--- config.mk ---
export PLATFORM = sky130hd
export DESIGN_NAME = cpu_indexed_address_decoder
export DESIGN_NICKNAME = d
export VERILOG_FILES = /design/src/hw/index_postbyte_decode.v /design/src/hw/cpu_indexed_address_decoder.v
export VERILOG_INCLUDE_DIRS = /design/src /design/src/hw
export SDC_FILE = /design/constraint.sdc
export NUM_CORES = 1
export LEC_CHECK = 0
export BUFFER_PORTS_ARGS = -buffer_cell sky130_fd_sc_hd__buf_2
export CORE_AREA = 2 2 236 238
export DETAILED_ROUTE_END_ITERATION = 10
export DIE_AREA = 0 0 238 240
export HOLD_SLACK_MARGIN = 0.15
export PLACE_DENSITY_LB_ADDON = 0.2
export SYNTH_ARGS = -nofsm -noshare
export SYNTH_HDL_FRONTEND = slang
export SYNTH_SLANG_ARGS = --single-unit
--- constraint.sdc ---
create_clock -name CLK_I -period 5 [get_ports CLK_I]
set_input_delay 0.5 -clock CLK_I [delete_from_list [all_inputs] [get_ports CLK_I]]
set_output_delay 0.5 -clock CLK_I [all_outputs]
set_load 0.02 [all_outputs]
--- src/hw/idx_decoder_consts.vh ---
`ifndef IDX_DECODER_CONSTS_VH
`define IDX_DECODER_CONSTS_VH
// Addressing modes
`define MODE_INHERENT     3'h0
`define MODE_IMMEDIATE    3'h1
`define MODE_DIRECT       3'h2
`define MODE_EXTENDED     3'h3
`define MODE_RELATIVE     3'h4
`define MODE_INDEXED      3'h5
// Base register field codes
`define BASE_X            2'h0
`define BASE_Y            2'h1
`define BASE_SP           2'h2
`define BASE_PC           2'h3
// Page two prefix byte
`define PAGE2_PREFIX      8'h18
// Accumulator offset selectors
`define ACC_SEL_A         2'h0
`define ACC_SEL_B         2'h1
`define ACC_SEL_D         2'h2
`define ACC_SEL_D_IND     2'h3
// Condition flag bit positions
`define CCR_STOP_DIS      7
`define CCR_XMASK         6
`define CCR_HALF          5
`define CCR_IMASK         4
`define CCR_NEG           3
`define CCR_ZERO          2
`define CCR_OVF           1
`define CCR_CARRY         0
// Reset values
`define CCR_RESET         8'hD0
`define WORD_RESET        16'h0000
`define BYTE_RESET        8'h00
`endif

--- src/hw/index_postbyte_decode.v ---
`timescale 1ns/100ps
`include "idx_decoder_consts.vh"
// Pure decode of an indexed postbyte plus its extension bytes
module index_postbyte_decode (
   input  wire [7:0]  postbyte_i,
   input  wire [7:0]  ext1_i,
   input  wire [7:0]  ext2_i,
   input  wire [15:0] base_i,
   input  wire [7:0]  acc_a_i,
   input  wire [7:0]  acc_b_i,
   output reg  [15:0] ea_o,
   output reg  [15:0] base_new_o,
   output reg         base_write_o,
   output reg         indirect_o,
   output reg  [1:0]  ext_count_o,
   output reg         illegal_o
);
   reg [15:0] step;
   always @* begin
      ea_o         = base_i;
      base_new_o   = base_i;
      base_write_o = 1'b0;
      indirect_o   = 1'b0;
      ext_count_o  = 2'h0;
      illegal_o    = 1'b0;
      step         = 16'h0000;
      if (!postbyte_i[5]) begin
         // Five bit signed constant
         ea_o = base_i + {{11{postbyte_i[4]}}, postbyte_i[4:0]};
      end else if (postbyte_i[7:5] != 3'h7) begin
         // Auto inc/dec; magnitude 1..8, negative codes mean decrement
         step       = postbyte_i[3] ? {12'hFFF, postbyte_i[3:0]} : ({12'h000, postbyte_i[3:0]} + 16'h0001);
         base_new_o = base_i + step;
         ea_o       = postbyte_i[4] ? base_i : base_new_o;
         base_write_o = 1'b1;
      end else if (!postbyte_i[2]) begin
         if (!postbyte_i[1]) begin
            ea_o        = base_i + {{8{postbyte_i[0]}}, ext1_i};
            ext_count_o = 2'h1;
         end else begin
            ea_o        = base_i + {ext1_i, ext2_i};
            ext_count_o = 2'h2;
            indirect_o  = postbyte_i[0];
         end
      end else begin
         case (postbyte_i[1:0])
            `ACC_SEL_A: ea_o = base_i + {8'h00, acc_a_i};
            `ACC_SEL_B: ea_o = base_i + {8'h00, acc_b_i};
            default: begin
               ea_o       = base_i + {acc_a_i, acc_b_i};
               indirect_o = (postbyte_i[1:0] == `ACC_SEL_D_IND);
            end
         endcase
      end
      // The program counter may not be auto-modified
      if (base_write_o && (postbyte_i[7:6] == `BASE_PC)) begin
         illegal_o    = 1'b1;
         base_write_o = 1'b0;
      end
   end
endmodule // index_postbyte_decode

--- src/hw/cpu_indexed_address_decoder.v ---
// Summary of operation
// - Two 8-bit accumulators, paired as 16-bit double accumulator for some instructions.
// - Indexed address is base plus 5, 9, 16-bit constant or accumulator.
// - Stack pointer names last used location, saves context, serves as indexed base.
// - 16-bit program counter holds next address; no auto inc/dec on it.
// - Flag register holds five status flags, two masks, one stop disable bit.
// - Half carry for decimal math only; N Z V C reflect prior result.
// - Words are two bytes, high byte first, at any byte address.
// - Direct mode uses one byte as low address, high byte zero.
// - Extended carries full 16-bit address; immediate data comes from instruction stream.
// - Relative target is program counter plus 8 or 16-bit offset.
// - Postbyte alone selects the indexed form; zero to two extension bytes follow.
// - Pattern rr0nnnn adds 5-bit signed offset -16..+15 to base.
// - Pattern 111rr0zs: z=0 nine bit signed, z=1 sixteen bit offset.
// - Pattern 111rr011 uses base plus 16-bit offset as pointer location.
// - Pattern rr1pnnnn auto pre/post inc/dec X, Y, SP by 1..8.
// - Pattern 111rr1aa adds unsigned A, B or D to base.
// - Pattern 111rr111 uses base plus D as pointer location.
// - Opcodes are 8 bits; prefix 18 hex selects second opcode page.
// - Bytes after opcode are postbytes or extension bytes.
`timescale 1ns/100ps
`include "idx_decoder_consts.vh"
module cpu_indexed_address_decoder (
   input  wire        CLK_I,
   input  wire        RST_N_I,
   // Instruction byte stream, one byte per strobe
   input  wire        BYTE_VALID_I,
   input  wire [7:0]  BYTE_I,
   output reg         BYTE_READY_O,
   // Opcode classification from the opcode map
   input  wire        OPC_VALID_I,
   input  wire [2:0]  OPC_MODE_I,
   input  wire        OPC_WIDE_I,
   input  wire        OPC_HAS_POSTBYTE_I,
   // Memory read data for indirect pointer
   output reg         PTR_REQ_O,
   output reg  [15:0] PTR_ADDR_O,
   input  wire        PTR_VALID_I,
   input  wire [15:0] PTR_DATA_I,
   // Register writes from the execution unit
   input  wire        WR_A_I,
   input  wire        WR_B_I,
   input  wire        WR_D_I,
   input  wire        WR_X_I,
   input  wire        WR_Y_I,
   input  wire        WR_SP_I,
   input  wire        WR_PC_I,
   input  wire [15:0] WR_DATA_I,
   input  wire        FLAGS_WE_I,
   input  wire [7:0]  FLAGS_I,
   // Decoded results
   output reg         OPCODE_VALID_O,
   output reg  [7:0]  OPCODE_O,
   output reg         PAGE2_O,
   output reg         EA_VALID_O,
   output reg  [15:0] EA_O,
   output reg  [2:0]  MODE_O,
   output reg  [15:0] IMM_O,
   output reg         ILLEGAL_O,
   output reg  [15:0] ACC_D_O,
   output reg  [15:0] INDEX_X_O,
   output reg  [15:0] INDEX_Y_O,
   output reg  [15:0] STACK_PTR_O,
   output reg  [15:0] PC_O,
   output reg  [7:0]  CONDITION_FLAGS_O
);
   ////////////////////////////////////////////////////////////////////////
   localparam [6:0] ST_OPCODE  = 7'h01;
   localparam [6:0] ST_CLASS   = 7'h02;
   localparam [6:0] ST_POST    = 7'h04;
   localparam [6:0] ST_EXT1    = 7'h08;
   localparam [6:0] ST_EXT2    = 7'h10;
   localparam [6:0] ST_RESOLVE = 7'h20;
   localparam [6:0] ST_PTR     = 7'h40;

   reg [6:0]  state;
   reg [7:0]  acc_a;
   reg [7:0]  acc_b;
   reg [15:0] index_x;
   reg [15:0] index_y;
   reg [15:0] stack_ptr;
   reg [15:0] prog_ctr;
   reg [7:0]  condition_flags_reg;
   reg [7:0]  index_postbyte;
   reg [7:0]  ext1;
   reg [7:0]  ext2;
   reg [1:0]  ext_need;
   reg        page2;
   reg [2:0]  mode;
   reg        wide;
   reg [15:0] base;
   wire [15:0] idx_ea;
   wire [15:0] idx_base_new;
   wire        idx_base_write;
   wire        idx_indirect;
   wire        idx_illegal;
   wire        take = BYTE_VALID_I & BYTE_READY_O;
   // Long forms (111 prefix) carry the base field in bits 4:3, short ones in 7:6
   wire [1:0]  base_sel = (index_postbyte[7:5] == 3'h7) ? index_postbyte[4:3] : index_postbyte[7:6];

   // Base selection by field code
   always @* begin
      case (base_sel)
         `BASE_X:  base = index_x;
         `BASE_Y:  base = index_y;
         `BASE_SP: base = stack_ptr;
         default:  base = prog_ctr;
      endcase
   end

   index_postbyte_decode u_decode (
      .postbyte_i   (index_postbyte),
      .ext1_i       (ext1),
      .ext2_i       (ext2),
      .base_i       (base),
      .acc_a_i      (acc_a),
      .acc_b_i      (acc_b),
      .ea_o         (idx_ea),
      .base_new_o   (idx_base_new),
      .base_write_o (idx_base_write),
      .indirect_o   (idx_indirect),
      .ext_count_o  (),
      .illegal_o    (idx_illegal)
   );

   // Extension bytes needed: for indexed forms known only after the postbyte arrives, otherwise from the opcode class
   wire [1:0] post_need = (!BYTE_I[5] || BYTE_I[7:5] != 3'h7) ? 2'h0 :
                          (BYTE_I[2] ? 2'h0 : (BYTE_I[1] ? 2'h2 : 2'h1));
   wire [1:0] plain_need = (OPC_MODE_I == `MODE_INHERENT) ? 2'h0 :
                           (OPC_MODE_I == `MODE_DIRECT) ? 2'h1 :
                           (OPC_MODE_I == `MODE_EXTENDED) ? 2'h2 :
                           (OPC_WIDE_I ? 2'h2 : 2'h1);

   ////////////////////////////////////////////////////////////////////////
   always @(posedge CLK_I) begin
      if (!RST_N_I) begin
         state               <= ST_OPCODE;
         acc_a               <= `BYTE_RESET;
         acc_b               <= `BYTE_RESET;
         index_x             <= `WORD_RESET;
         index_y             <= `WORD_RESET;
         stack_ptr           <= `WORD_RESET;
         prog_ctr            <= `WORD_RESET;
         condition_flags_reg <= `CCR_RESET;
         index_postbyte      <= `BYTE_RESET;
         ext1                <= `BYTE_RESET;
         ext2                <= `BYTE_RESET;
         ext_need            <= 2'h0;
         page2               <= 1'b0;
         mode                <= `MODE_INHERENT;
         wide                <= 1'b0;
         BYTE_READY_O        <= 1'b1;
         OPCODE_VALID_O      <= 1'b0;
         OPCODE_O            <= `BYTE_RESET;
         PAGE2_O             <= 1'b0;
         EA_VALID_O          <= 1'b0;
         EA_O                <= `WORD_RESET;
         MODE_O              <= `MODE_INHERENT;
         IMM_O               <= `WORD_RESET;
         ILLEGAL_O           <= 1'b0;
         PTR_REQ_O           <= 1'b0;
         PTR_ADDR_O          <= `WORD_RESET;
      end else begin
         OPCODE_VALID_O <= 1'b0;
         EA_VALID_O     <= 1'b0;
         ILLEGAL_O      <= 1'b0;
         if (take)
            prog_ctr <= prog_ctr + 16'h0001;
         case (state)
            ST_OPCODE: begin
               if (take) begin
                  if (BYTE_I == `PAGE2_PREFIX && !page2) begin
                     page2 <= 1'b1;
                  end else begin
                     OPCODE_O       <= BYTE_I;
                     PAGE2_O        <= page2;
                     OPCODE_VALID_O <= 1'b1;
                     page2          <= 1'b0;
                     BYTE_READY_O   <= 1'b0;
                     state          <= ST_CLASS;
                  end
               end
            end
            ST_CLASS: begin
               // Wait for the opcode map's classification
               if (OPC_VALID_I) begin
                  mode         <= OPC_MODE_I;
                  wide         <= OPC_WIDE_I;
                  BYTE_READY_O <= 1'b1;
                  ext1         <= `BYTE_RESET;
                  ext2         <= `BYTE_RESET;
                  if (OPC_HAS_POSTBYTE_I) begin
                     state <= ST_POST;
                  end else if (plain_need == 2'h0) begin
                     ext_need <= 2'h0;
                     state    <= ST_RESOLVE;
                     BYTE_READY_O <= 1'b0;
                  end else begin
                     ext_need <= plain_need;
                     state    <= ST_EXT1;
                  end
               end
            end
            ST_POST: begin
               if (take) begin
                  index_postbyte <= BYTE_I;
                  mode           <= `MODE_INDEXED;
                  ext_need       <= post_need;
                  if (post_need == 2'h0) begin
                     BYTE_READY_O <= 1'b0;
                     state        <= ST_RESOLVE;
                  end else begin
                     state <= ST_EXT1;
                  end
               end
            end
            ST_EXT1: begin
               if (take) begin
                  if (ext_need == 2'h1) begin
                     ext1         <= BYTE_I;
                     BYTE_READY_O <= 1'b0;
                     state        <= ST_RESOLVE;
                  end else begin
                     ext1  <= BYTE_I;
                     state <= ST_EXT2;
                  end
               end
            end
            ST_EXT2: begin
               if (take) begin
                  ext2         <= BYTE_I;
                  BYTE_READY_O <= 1'b0;
                  state        <= ST_RESOLVE;
               end
            end
            ST_RESOLVE: begin
               MODE_O <= mode;
               state  <= ST_OPCODE;
               BYTE_READY_O <= 1'b1;
               case (mode)
                  `MODE_DIRECT: begin
                     EA_O       <= {8'h00, ext1};
                     EA_VALID_O <= 1'b1;
                  end
                  `MODE_EXTENDED: begin
                     EA_O       <= {ext1, ext2};
                     EA_VALID_O <= 1'b1;
                  end
                  `MODE_IMMEDIATE: begin
                     IMM_O <= wide ? {ext1, ext2} : {8'h00, ext1};
                  end
                  `MODE_RELATIVE: begin
                     // Program counter already points past the offset
                     EA_O       <= prog_ctr + (wide ? {ext1, ext2} : {{8{ext1[7]}}, ext1});
                     EA_VALID_O <= 1'b1;
                  end
                  `MODE_INDEXED: begin
                     ILLEGAL_O <= idx_illegal;
                     if (idx_base_write) begin
                        case (index_postbyte[7:6])
                           `BASE_X: index_x   <= idx_base_new;
                           `BASE_Y: index_y   <= idx_base_new;
                           default: stack_ptr <= idx_base_new;
                        endcase
                     end
                     if (idx_indirect) begin
                        PTR_REQ_O    <= 1'b1;
                        PTR_ADDR_O   <= idx_ea;
                        BYTE_READY_O <= 1'b0;
                        state        <= ST_PTR;
                     end else begin
                        EA_O       <= idx_ea;
                        EA_VALID_O <= ~idx_illegal;
                     end
                  end
                  default: begin
                     EA_O <= `WORD_RESET;
                  end
               endcase
            end
            ST_PTR: begin
               // Pointer word fetched high byte first by the memory side
               if (PTR_VALID_I) begin
                  PTR_REQ_O    <= 1'b0;
                  EA_O         <= PTR_DATA_I;
                  EA_VALID_O   <= 1'b1;
                  BYTE_READY_O <= 1'b1;
                  state        <= ST_OPCODE;
               end
            end
            default: state <= ST_OPCODE;
         endcase
         // Execution-unit writes take priority over decode side effects
         if (WR_A_I) acc_a <= WR_DATA_I[7:0];
         if (WR_B_I) acc_b <= WR_DATA_I[7:0];
         if (WR_D_I) begin
            acc_a <= WR_DATA_I[15:8];
            acc_b <= WR_DATA_I[7:0];
         end
         if (WR_X_I) index_x <= WR_DATA_I;
         if (WR_Y_I) index_y <= WR_DATA_I;
         if (WR_SP_I) stack_ptr <= WR_DATA_I;
         if (WR_PC_I) prog_ctr <= WR_DATA_I;
         if (FLAGS_WE_I) condition_flags_reg <= FLAGS_I;
      end
   end

   ////////////////////////////////////////////////////////////////////////
   // Register mirrors, one cycle behind the live state
   always @(posedge CLK_I) begin
      if (!RST_N_I) begin
         ACC_D_O           <= `WORD_RESET;
         INDEX_X_O         <= `WORD_RESET;
         INDEX_Y_O         <= `WORD_RESET;
         STACK_PTR_O       <= `WORD_RESET;
         PC_O              <= `WORD_RESET;
         CONDITION_FLAGS_O <= `CCR_RESET;
      end else begin
         ACC_D_O           <= {acc_a, acc_b};
         INDEX_X_O         <= index_x;
         INDEX_Y_O         <= index_y;
         STACK_PTR_O       <= stack_ptr;
         PC_O              <= prog_ctr;
         CONDITION_FLAGS_O <= condition_flags_reg;
      end
   end
endmodule // cpu_indexed_address_decoder

==> impl_metrics.json, run 1 <==
{
  "syn-cell-area_mm2": 0.0152,
  "synth_compound_area_share_pct": 21.4,
  "gp_congestion": 0.897,
  "std_cell_rows": 86,
  "die_h_um": 240,
  "drc": 0,
  "fmax_mhz": 225,
  "grt_usage_pct": 21.3,
  "final_area_mm2": 0.0182,
  "layout_common_cells": "dfxtp_1 (279), nand2_1 (234), buf_2 (217)",
  "finalClockSkew_ns": 0.0331,
  "die_width_um": 238,
  "synth_top_family_by_area": "compound AO/OA/AOI/OAI gates",
  "final_max_slew_viol_count": 0,
  "grt_setup_unrepaired": "false",
  "grt_pass1_wl_um": 91400,
  "antenna_found_initial": 2,
  "cts_max_path_buffers": 3,
  "coreArea_mm2": 0.0547,
  "critical_path_required_ns": 5.44,
  "drive_gt1_share_pct": 18.4,
  "layout_commonest_cell": "dfxtp_1",
  "syn_nets": 1952,
  "power.density_mw_per_mm2": 321,
  "critPathKind": "reg -> reg",
  "routedWlPerCell_um": 22.7,
  "netlist_instances": 1818,
  "place_area_mm2": 0.0170,
  "nets": 2143,
  "worstHoldStart": "FLAGS_I[3]",
  "grt-ovfl-total": 0,
  "yosysWarnings": 0,
  "wirelength_um": 62100,
  "maxCapViolations": 0,
  "hold_viol": 0,
  "numCtsBuffers": 35,
  "synthAdderAreaFrac_pct": 5.96,
  "avgSynthCellArea_um2": 8.34,
  "synthArstFlopShare_pct": 0,
  "synth.top_cell.area_share_pct": 36.8,
  "die_area_mm2": 0.0571,
  "endpoint_kind": "register",
  "cts_tree": "done",
  "synthSimpleGateAreaFrac_pct": 20.9,
  "setup_viol": 0,
  "grt_pass1_vias": 14100,
  "path_max_fanout": 14,
  "io_pins": 219,
  "ys_types": 88,
  "status": "completed",
  "yosysSeqAreaShare_pct": 36.8,
  "fin_crit_ns": 4.44,
  "holdPathStages": 3,
  "grt_max_degree": 90,
  "wl_met2_um": 27000,
  "routed_via_density": 5.35,
  "post_cts_buffers": 0,
  "synth_edf_count": 0,
  "fin_crit_sh_pct": 88.8,
  "r2r-start": "index_postbyte[6]",
  "setup_tns_ns": 0,
  "insertion_delay_ns": 0.56,
  "worst_r2r_path_depth": 14,
  "hp-class": "in -> reg",
  "ys_seq_elements": 279,
  "p_leak_uw": 0.00773,
  "cts.htree.levels": 2,
  "slew_headroom_pct": 26.2,
  "startpoint": "index_postbyte[6]",
  "wl_met3_um": 3980,
  "start_kind": "register",
  "highest_layer": "met5",
  "diodes": 0,
  "tightest_slew_ns": 1.11,
  "post-dp-hpwl_um": 47000,
  "synth_mux_area_share_pct": 7.17,
  "critPathArrivalTime_ns": 4.88,
  "vdd_drop_max_uv": 255,
  "synth_xor_area_share_pct": 3.99,
  "path_clk_slew_ns": 0.07,
  "yosys.area.top_type": "dfxtp_1",
  "start_util_pct": 27.7,
  "synth_area_leaders": "dfxtp_1 (37%), a21oi_1 (6.3%), nand2_1 (5.8%), ha_1 (5.3%), mux2i_1 (4.4%)",
  "synthFlopType": "dfxtp_1",
  "dr.pass1.iters": 5,
  "vias": 14700,
  "detail_route.iter0.violations": 1296,
  "cts.sinks": 279,
  "port_buffers": 218,
  "met1_length_um": 28700,
  "syn_to_final_growth_pct": 20.2,
  "ant_nets": 0,
  "clockRootBuffer": "clkbuf_16"
}
critical path, cell delays in order, from the launching register on:
cell	delay (ns)
dfxtp_1	0.59
nand2_1	0.34
buf_4	0.30
mux4_2	0.55
ha_1	0.43
nand2_1	0.11
nor3_1	0.34
nand2_1	0.12
o32ai_1	0.38
nor3_1	0.13
o31ai_1	0.33
xnor2_1	0.10
nand2_1	0.10
o31ai_1	0.08
o41ai_1	0.38
stage by stage:
stage	worst slack (ns)	instances	total power [µW]	util, %	hold slack (ns)
floorplan	0.738	1818	2960	-	0.410
global placement	0.697	2673	3280	31.2	0.422
detailed placement	0.582	2673	3290	31.2	0.429
CTS	0.550	2737	5910	33.3	0.169
global route	0.0762	2737	6070	33.3	0.184
finish	0.562	2737	5850	33.3	0.191
kinds of logic (layout without fill, tap and decap cells):
kind of cell / after synthesis / after routing
compound gates: 502 / 502
xor+xnor: 67 / 67
fa+ha+maj: 70 / 70
buf+inv: 141 / 356
flops: 279 / 279
mux: 90 / 90
other cells: 1 / 1
simple gates: 668 / 668
repair_timing:
| action | 4_1_cts | 5_1_grt |
|---|---|---|
| endpoints found under the hold margin | 3 | 0 |
| hold buffers | 3 | 0 |
| resized for setup | 0 | 0 |
| setup endpoints to repair | 0 | 0 |
worst paths after layout:
check / endpoint / slack, ns
worst min-delay path: condition_flags_reg[3] / 0.19
worst max-delay path: EA_O[13] / 0.56
worst max register to register: EA_O[13] / 0.56
worst min register to register: CONDITION_FLAGS_O[4] / 0.44
layout make-up:
class                   count  area (µm²)
well taps                 704         881
flip-flops and latches    279        5590
clock buffers              40         915
multi-input cells        1398        9040
clock inverters            21         248
inverters                  33         126
repair buffers            262        1430
fillers                  5803       36400
report_power, final:
group	internal (µW)	switching [µW]	total, µW
clock network	1540	1070	2600
registers	2330	100	2430
logic	295	521	815
total	4160	1690	5850
cell usage after synthesis (7+ instances only):
master       n
mux2i_1     67
and3_1      13
or3_1       22
nor3b_1      8
a31oi_1     13
buf_2        8
or2_2        7
nor3_1      37
a22oi_1     24
xor2_1      25
o21ai_0     87
nand2_1    234
nand2b_1    15
mux2_2       9
a21o_1      20
xnor2_1     41
mux4_2      14
nor2_1     155
o21a_1      15
a221oi_1    18
o211ai_1    13
o2bb2ai_1   10
ha_1        64
a211oi_1    19
clkbuf_1    87
dfxtp_1    279
o31ai_1     10
o21bai_1     9
inv_1       29
a21oi_1    192
buf_1        9
nor2b_1     10
a32oi_1      9
and2_1      91
nand3_1     43
per-layer routing:
| layer | vias to the layer above | GRT usage (%) |
|---|---|---|
| met5 | - | 0 |
| met4 | 2 | 8.41 |
| met3 | 119 | 3.20 |
| met2 | 553 | 33.1 |
| met1 | 7085 | 29.6 |
| li1 | 6896 | - |
Note: power is estimated with default switching activity, not from simulation.
==> run 2, diff against run 1 <==
--- a/config.mk
+++ b/config.mk
@@ -7,9 +7,9 @@
 export NUM_CORES = 1
 export LEC_CHECK = 0
 export BUFFER_PORTS_ARGS = -buffer_cell sky130_fd_sc_hd__buf_2
-export CORE_AREA = 2 2 236 238
+export CORE_AREA = 2 2 225 250
 export DETAILED_ROUTE_END_ITERATION = 10
-export DIE_AREA = 0 0 238 240
+export DIE_AREA = 0 0 227 252
 export HOLD_SLACK_MARGIN = 0.15
 export PLACE_DENSITY_LB_ADDON = 0.2
 export SYNTH_ARGS = -nofsm -noshare
==> run 2 against run 1 <==
  * Hold slack barely moved
  * Power fell by 0.26%
  * Combinational power barely moved
  * Final area rose by 0.35%
  * Critical path depth did not move
  * Clock-buffer cell count fell by 3
  * Clock skew fell by 0.020 ns
  * Non-clock buffer count rose by 5
  * Register-to-register slack improved by 0.07 ns
  * Maximum frequency rose by 1.5%
  * Largest cell class unchanged
==> impl_metrics.json, run 2 (synthesis results as in run 1) <==
{
  "status": "completed",
  "ant_nets": 0,
  "cts_tree": "done",
  "fin_crit_ns": 4.37,
  "finalWorstSetupSlack_ns": 0.627,
  "cts_max_path_buffers": 3,
  "routedWlPerCell_um": 22.6,
  "finalClockSkew_ns": 0.0136,
  "grt_usage_pct": 21.3,
  "layout_commonest_cell": "dfxtp_1",
  "antenna_found_initial": 0,
  "drive_gt1_share_pct": 18.3,
  "clockRootBuffer": "clkbuf_16",
  "coreArea_mm2": 0.0545,
  "critPathArrivalTime_ns": 4.86,
  "critPathKind": "reg -> reg",
  "nets": 2144,
  "wirelength_um": 62600,
  "diodes": 0,
  "swShare_pct": 28.2,
  "hp-class": "in -> reg",
  "p_leak_uw": 0.00774,
  "path_max_fanout": 14,
  "grt_pass1_vias": 13700,
  "grt_util_met1_pct": 29.2,
  "cts.sinks": 279,
  "grt_max_degree": 96,
  "io_pins": 219,
  "insertion_delay_ns": 0.59,
  "start_kind": "register",
  "power.density_mw_per_mm2": 319,
  "slew_headroom_pct": 36.0,
  "syn_to_final_growth_pct": 20.6,
  "multi_input_area_mm2": 0.00904,
  "path_delay_family": "compound AO/OA/AOI/OAI gates",
  "vdd_drop_max_uv": 264,
  "routed_via_density": 5.27,
  "endpoint_kind": "register",
  "setup_viol": 0,
  "gp_congestion": 0.904,
  "start_util_pct": 27.8,
  "pwr-share-clk_pct": 44.4,
  "maxCapViolations": 0,
  "cts.htree.levels": 1,
  "global_route.usage.met3_pct": 2.35,
  "pre_cts_ws_ns": 0.666,
  "final-instance-count-excl-fill": 2770,
  "post_cts_buffers": 0,
  "path_buf_inv": 1,
  "tightest_slew_ns": 0.955,
  "die_area_mm2": 0.0572,
  "grt_setup_unrepaired": "false",
  "numCtsBuffers": 31,
  "die_width_um": 227,
  "switchingPower_uw": 1640,
  "post-dp-hpwl_um": 47600,
  "internal_power_uw": 4190,
  "power_frac_seq_pct": 41.7,
  "setup_tns_ns": 0,
  "dr.pass1.iters": 5,
  "grt_pass1_wl_um": 91600,
  "grt_busiest_layer": "met2",
  "port_buffers": 218,
  "whs_ns": 0.192,
  "hold_viol": 0,
  "final_max_slew_viol_count": 0,
  "cts_resized": 0,
  "cpPeakStageDelay_ns": 0.60,
  "drc": 0,
  "nFillCells": 5820,
  "pwr-share-comb_pct": 13.9,
  "layout_common_cells": "dfxtp_1 (279), nand2_1 (234), buf_2 (217)",
  "path_cells": "nand2_1 > buf_4 > mux4_2 > ha_1 > a21o_1 > a21oi_1 > o21bai_1 > a21o_1 > a41o_1 > a31o_2 > mux2i_1 > mux2i_1 > a211oi_2 > o41ai_1",
  "place_area_mm2": 0.0171,
  "cts_hold_buf": 8,
  "placed_cells": 2705,
  "detail_route.iter0.violations": 1016,
  "vias": 14600,
  "met2_usage_pct": 35.2,
  "fin_crit_sh_pct": 87.5,
  "path_clk_slew_ns": 0.07,
  "critical_path_required_ns": 5.49,
  "grt-ovfl-total": 0,
  "die_h_um": 252,
  "final_area_mm2": 0.0183,
  "cp_slowest_cell": "dfxtp_1",
  "ff_latch_area_mm2": 0.00559,
  "std_cell_rows": 90,
  "fmax_mhz": 229
}
## run 2: cell count changes in the layout (fill, tap and decap cells not counted), moves of 2 or more
cell           delta
clkbuf_16         -4
clkinv_8          -2
bufinv_16         +3
clkbuf_8          +3
dlygate4sd3_1     +5
clkbuf_1          -2
## run 2: layout make-up
cell class                      count  area share [%]
Timing Repair Buffer              267            8.10
Sequential cell                   279            30.5
Inverter                           33           0.691
Multi-Input combinational cell   1398            49.4
Tap cell                          736            5.03
Clock inverter                     20            1.59
Clock buffer                       37            4.64
## run 2: final timing paths
path | startpoint | endpoint | cells past startpoint | slack, ns
hold / removal | PTR_DATA_I[12] | EA_O[12] | 3 | 0.19
hold reg to reg | condition_flags_reg[4] | CONDITION_FLAGS_O[4] | 1 | 0.44
setup / recovery | index_postbyte[6] | EA_O[15] | 14 | 0.63
setup reg to reg | index_postbyte[6] | EA_O[15] | 14 | 0.63
## run 2: power groups by stage
stage | registers (µW) | logic, µW | clock network (µW)
after floorplan | 2500 | 466 | 0
after global placement | 2480 | 801 | 0
after detailed placement | 2480 | 805 | 0
after CTS | 2430 | 814 | 2650
after global routing | 2450 | 891 | 2730
final | 2430 | 814 | 2590
## run 2: routing by layer
metal	vias up	part of all wire (%)
met5	-	0
met4	0	2.8
met3	78	5.3
met2	510	47
met1	7100	45
li1	6902	-
## run 2: worst min-delay path: stages
cell	delay, ns
buf_2	0.09
a21oi_1	0.05
a31oi_1	0.11
## run 2: per-stage QoR
step	util [%]	total power (µW)
floorplan	-	2960
global placement	31.3	3280
detailed placement	31.3	3290
CTS	33.6	5900
global route	33.6	6060
finish	33.6	5840
==> run 3, diff against run 2 <==
--- a/config.mk
+++ b/config.mk
@@ -7,9 +7,9 @@
 export NUM_CORES = 1
 export LEC_CHECK = 0
 export BUFFER_PORTS_ARGS = -buffer_cell sky130_fd_sc_hd__buf_2
-export CORE_AREA = 2 2 225 250
+export CORE_AREA = 4 4 227 252
 export DETAILED_ROUTE_END_ITERATION = 10
-export DIE_AREA = 0 0 227 252
+export DIE_AREA = 0 0 231 256
 export HOLD_SLACK_MARGIN = 0.15
 export PLACE_DENSITY_LB_ADDON = 0.2
 export SYNTH_ARGS = -nofsm -noshare
==> constraint.sdc (replaced) <==
create_clock -name CLK_I -period 5.7 [get_ports CLK_I]
set_input_delay 0.57 -clock CLK_I [delete_from_list [all_inputs] [get_ports CLK_I]]
set_output_delay 0.57 -clock CLK_I [all_outputs]
set_load 0.02 [all_outputs]
==> run 3 against run 2 <==
  * Clock skew increased by 0.013 ns
  * Final cell count decreased by 0.36%
  * Register-to-register slack improved by 0.36 ns
  * Flip-flop and latch count unchanged
  * Final area decreased by 0.28%
  * Core utilization decreased by 0.094 points
  * Highest routed layer unchanged
  * Power decreased by 11%
  * Critical path depth increased by 1
  * Combinational power decreased by 13%
  * Largest power group unchanged
==> impl_metrics.json, run 3 (synthesis results as in run 1) <==
{
  "finalClockSkew_ns": 0.0267,
  "vias": 14500,
  "grt_setup_unrepaired": "false",
  "final_area_mm2": 0.0182,
  "routedWlPerCell_um": 22.6,
  "final_max_slew_viol_count": 0,
  "p_leak_uw": 0.00770,
  "tightest_slew_ns": 1.10,
  "layout_common_cells": "dfxtp_1 (279), nand2_1 (234), buf_2 (217)",
  "drc": 0,
  "grt_usage_pct": 20.3,
  "critical_path_required_ns": 6.14,
  "path_max_fanout": 13,
  "gp_congestion": 0.931,
  "fin_crit_ns": 4.71,
  "cts.sinks": 279,
  "setup_tns_ns": 0,
  "die_width_um": 231,
  "path_clk_slew_ns": 0.06,
  "cts_hold_buf": 0,
  "die_area_mm2": 0.0591,
  "start_kind": "register",
  "routed_via_density": 5.26,
  "hold_viol": 0,
  "slew_headroom_pct": 26.7,
  "cts.htree.levels": 2,
  "dr.pass1.iters": 5,
  "post-dp-hpwl_um": 47800,
  "ant_nets": 0,
  "layout_commonest_cell": "dfxtp_1",
  "detail_route.iter0.violations": 1122,
  "cts_max_path_buffers": 3,
  "endpoint_kind": "register",
  "std_cell_rows": 90,
  "whs_ns": 0.227,
  "fmax_mhz": 212,
  "place_area_mm2": 0.0170,
  "start_util_pct": 27.8,
  "setup_viol": 0,
  "coreArea_mm2": 0.0545,
  "grt-ovfl-total": 0,
  "maxCapViolations": 0,
  "insertion_delay_ns": 0.57,
  "die_h_um": 256,
  "numCtsBuffers": 34,
  "grt_pass1_wl_um": 92700,
  "diodes": 0,
  "power.density_mw_per_mm2": 284,
  "antenna_found_initial": 1,
  "wirelength_um": 62400,
  "post_cts_buffers": 0,
  "vdd_drop_max_uv": 211,
  "critPathKind": "reg -> reg",
  "port_buffers": 218,
  "nets": 2132,
  "clockRootBuffer": "clkbuf_16",
  "status": "completed",
  "critPathArrivalTime_ns": 5.15,
  "cts_resized": 0,
  "cts_tree": "done",
  "fin_crit_sh_pct": 82.7,
  "grt_pass1_vias": 14100,
  "syn_to_final_growth_pct": 20.3,
  "drive_gt1_share_pct": 18.1,
  "grt_max_degree": 101,
  "hp-class": "in -> reg",
  "io_pins": 219
}
## run 3: path summary, 6_finish.rpt
check	startpoint	cells past startpoint	end	slack, ns
max	index_postbyte[7]	15	EA_O[15]	0.99
max reg2reg	index_postbyte[7]	15	EA_O[15]	0.99
min reg2reg	condition_flags_reg[4]	1	CONDITION_FLAGS_O[4]	0.44
min	FLAGS_I[4]	3	condition_flags_reg[4]	0.23
## run 3: final cells by class
class,instances,area [µm²]
clock buffer,44,938
clock inverter,18,279
fill,5804,36300
inverter,33,126
multi-input combinational,1398,9040
sequential,279,5590
tap,736,921
timing repair buffer,252,1350
## run 3: layer usage
layer | GRT usage, % | part of all wire [%]
met1 | 27.4 | 44
met2 | 33.0 | 46
met3 | 3.43 | 6.1
met4 | 6.90 | 3.5
met5 | 0 | 0
## run 3: report_power, final
part	leakage, µW	switching, µW	total [µW]	internal [µW]
registers	0.00227	88.5	2130	2050
logic	0.00484	452	710	257
clock network	0.000589	931	2340	1410
## run 3: metrics by stage
step                total power (µW)  cells  setup WS, ns  util, %
floorplan                       2600   1818          1.44        -
global placement                2880   2698          1.00     31.2
detailed placement              2880   2698          1.11     31.2
CTS                             5260   2760          1.02     33.5
global route                    5400   2760         0.572     33.5
finish                          5190   2760         0.989     33.5
## run 3: critical path, cell delays in order (launching register included)
cell,delay (ns)
dfxtp_1,0.61
nand3b_1,0.19
nand2_1,0.28
buf_4,0.29
mux4_2,0.64
ha_1,0.44
nand2_1,0.13
nor3_1,0.31
nand2_1,0.12
o32ai_1,0.42
nor3_1,0.15
nor3_1,0.21
a311oi_1,0.13
xnor2_1,0.21
a211oi_2,0.11
o41ai_1,0.34
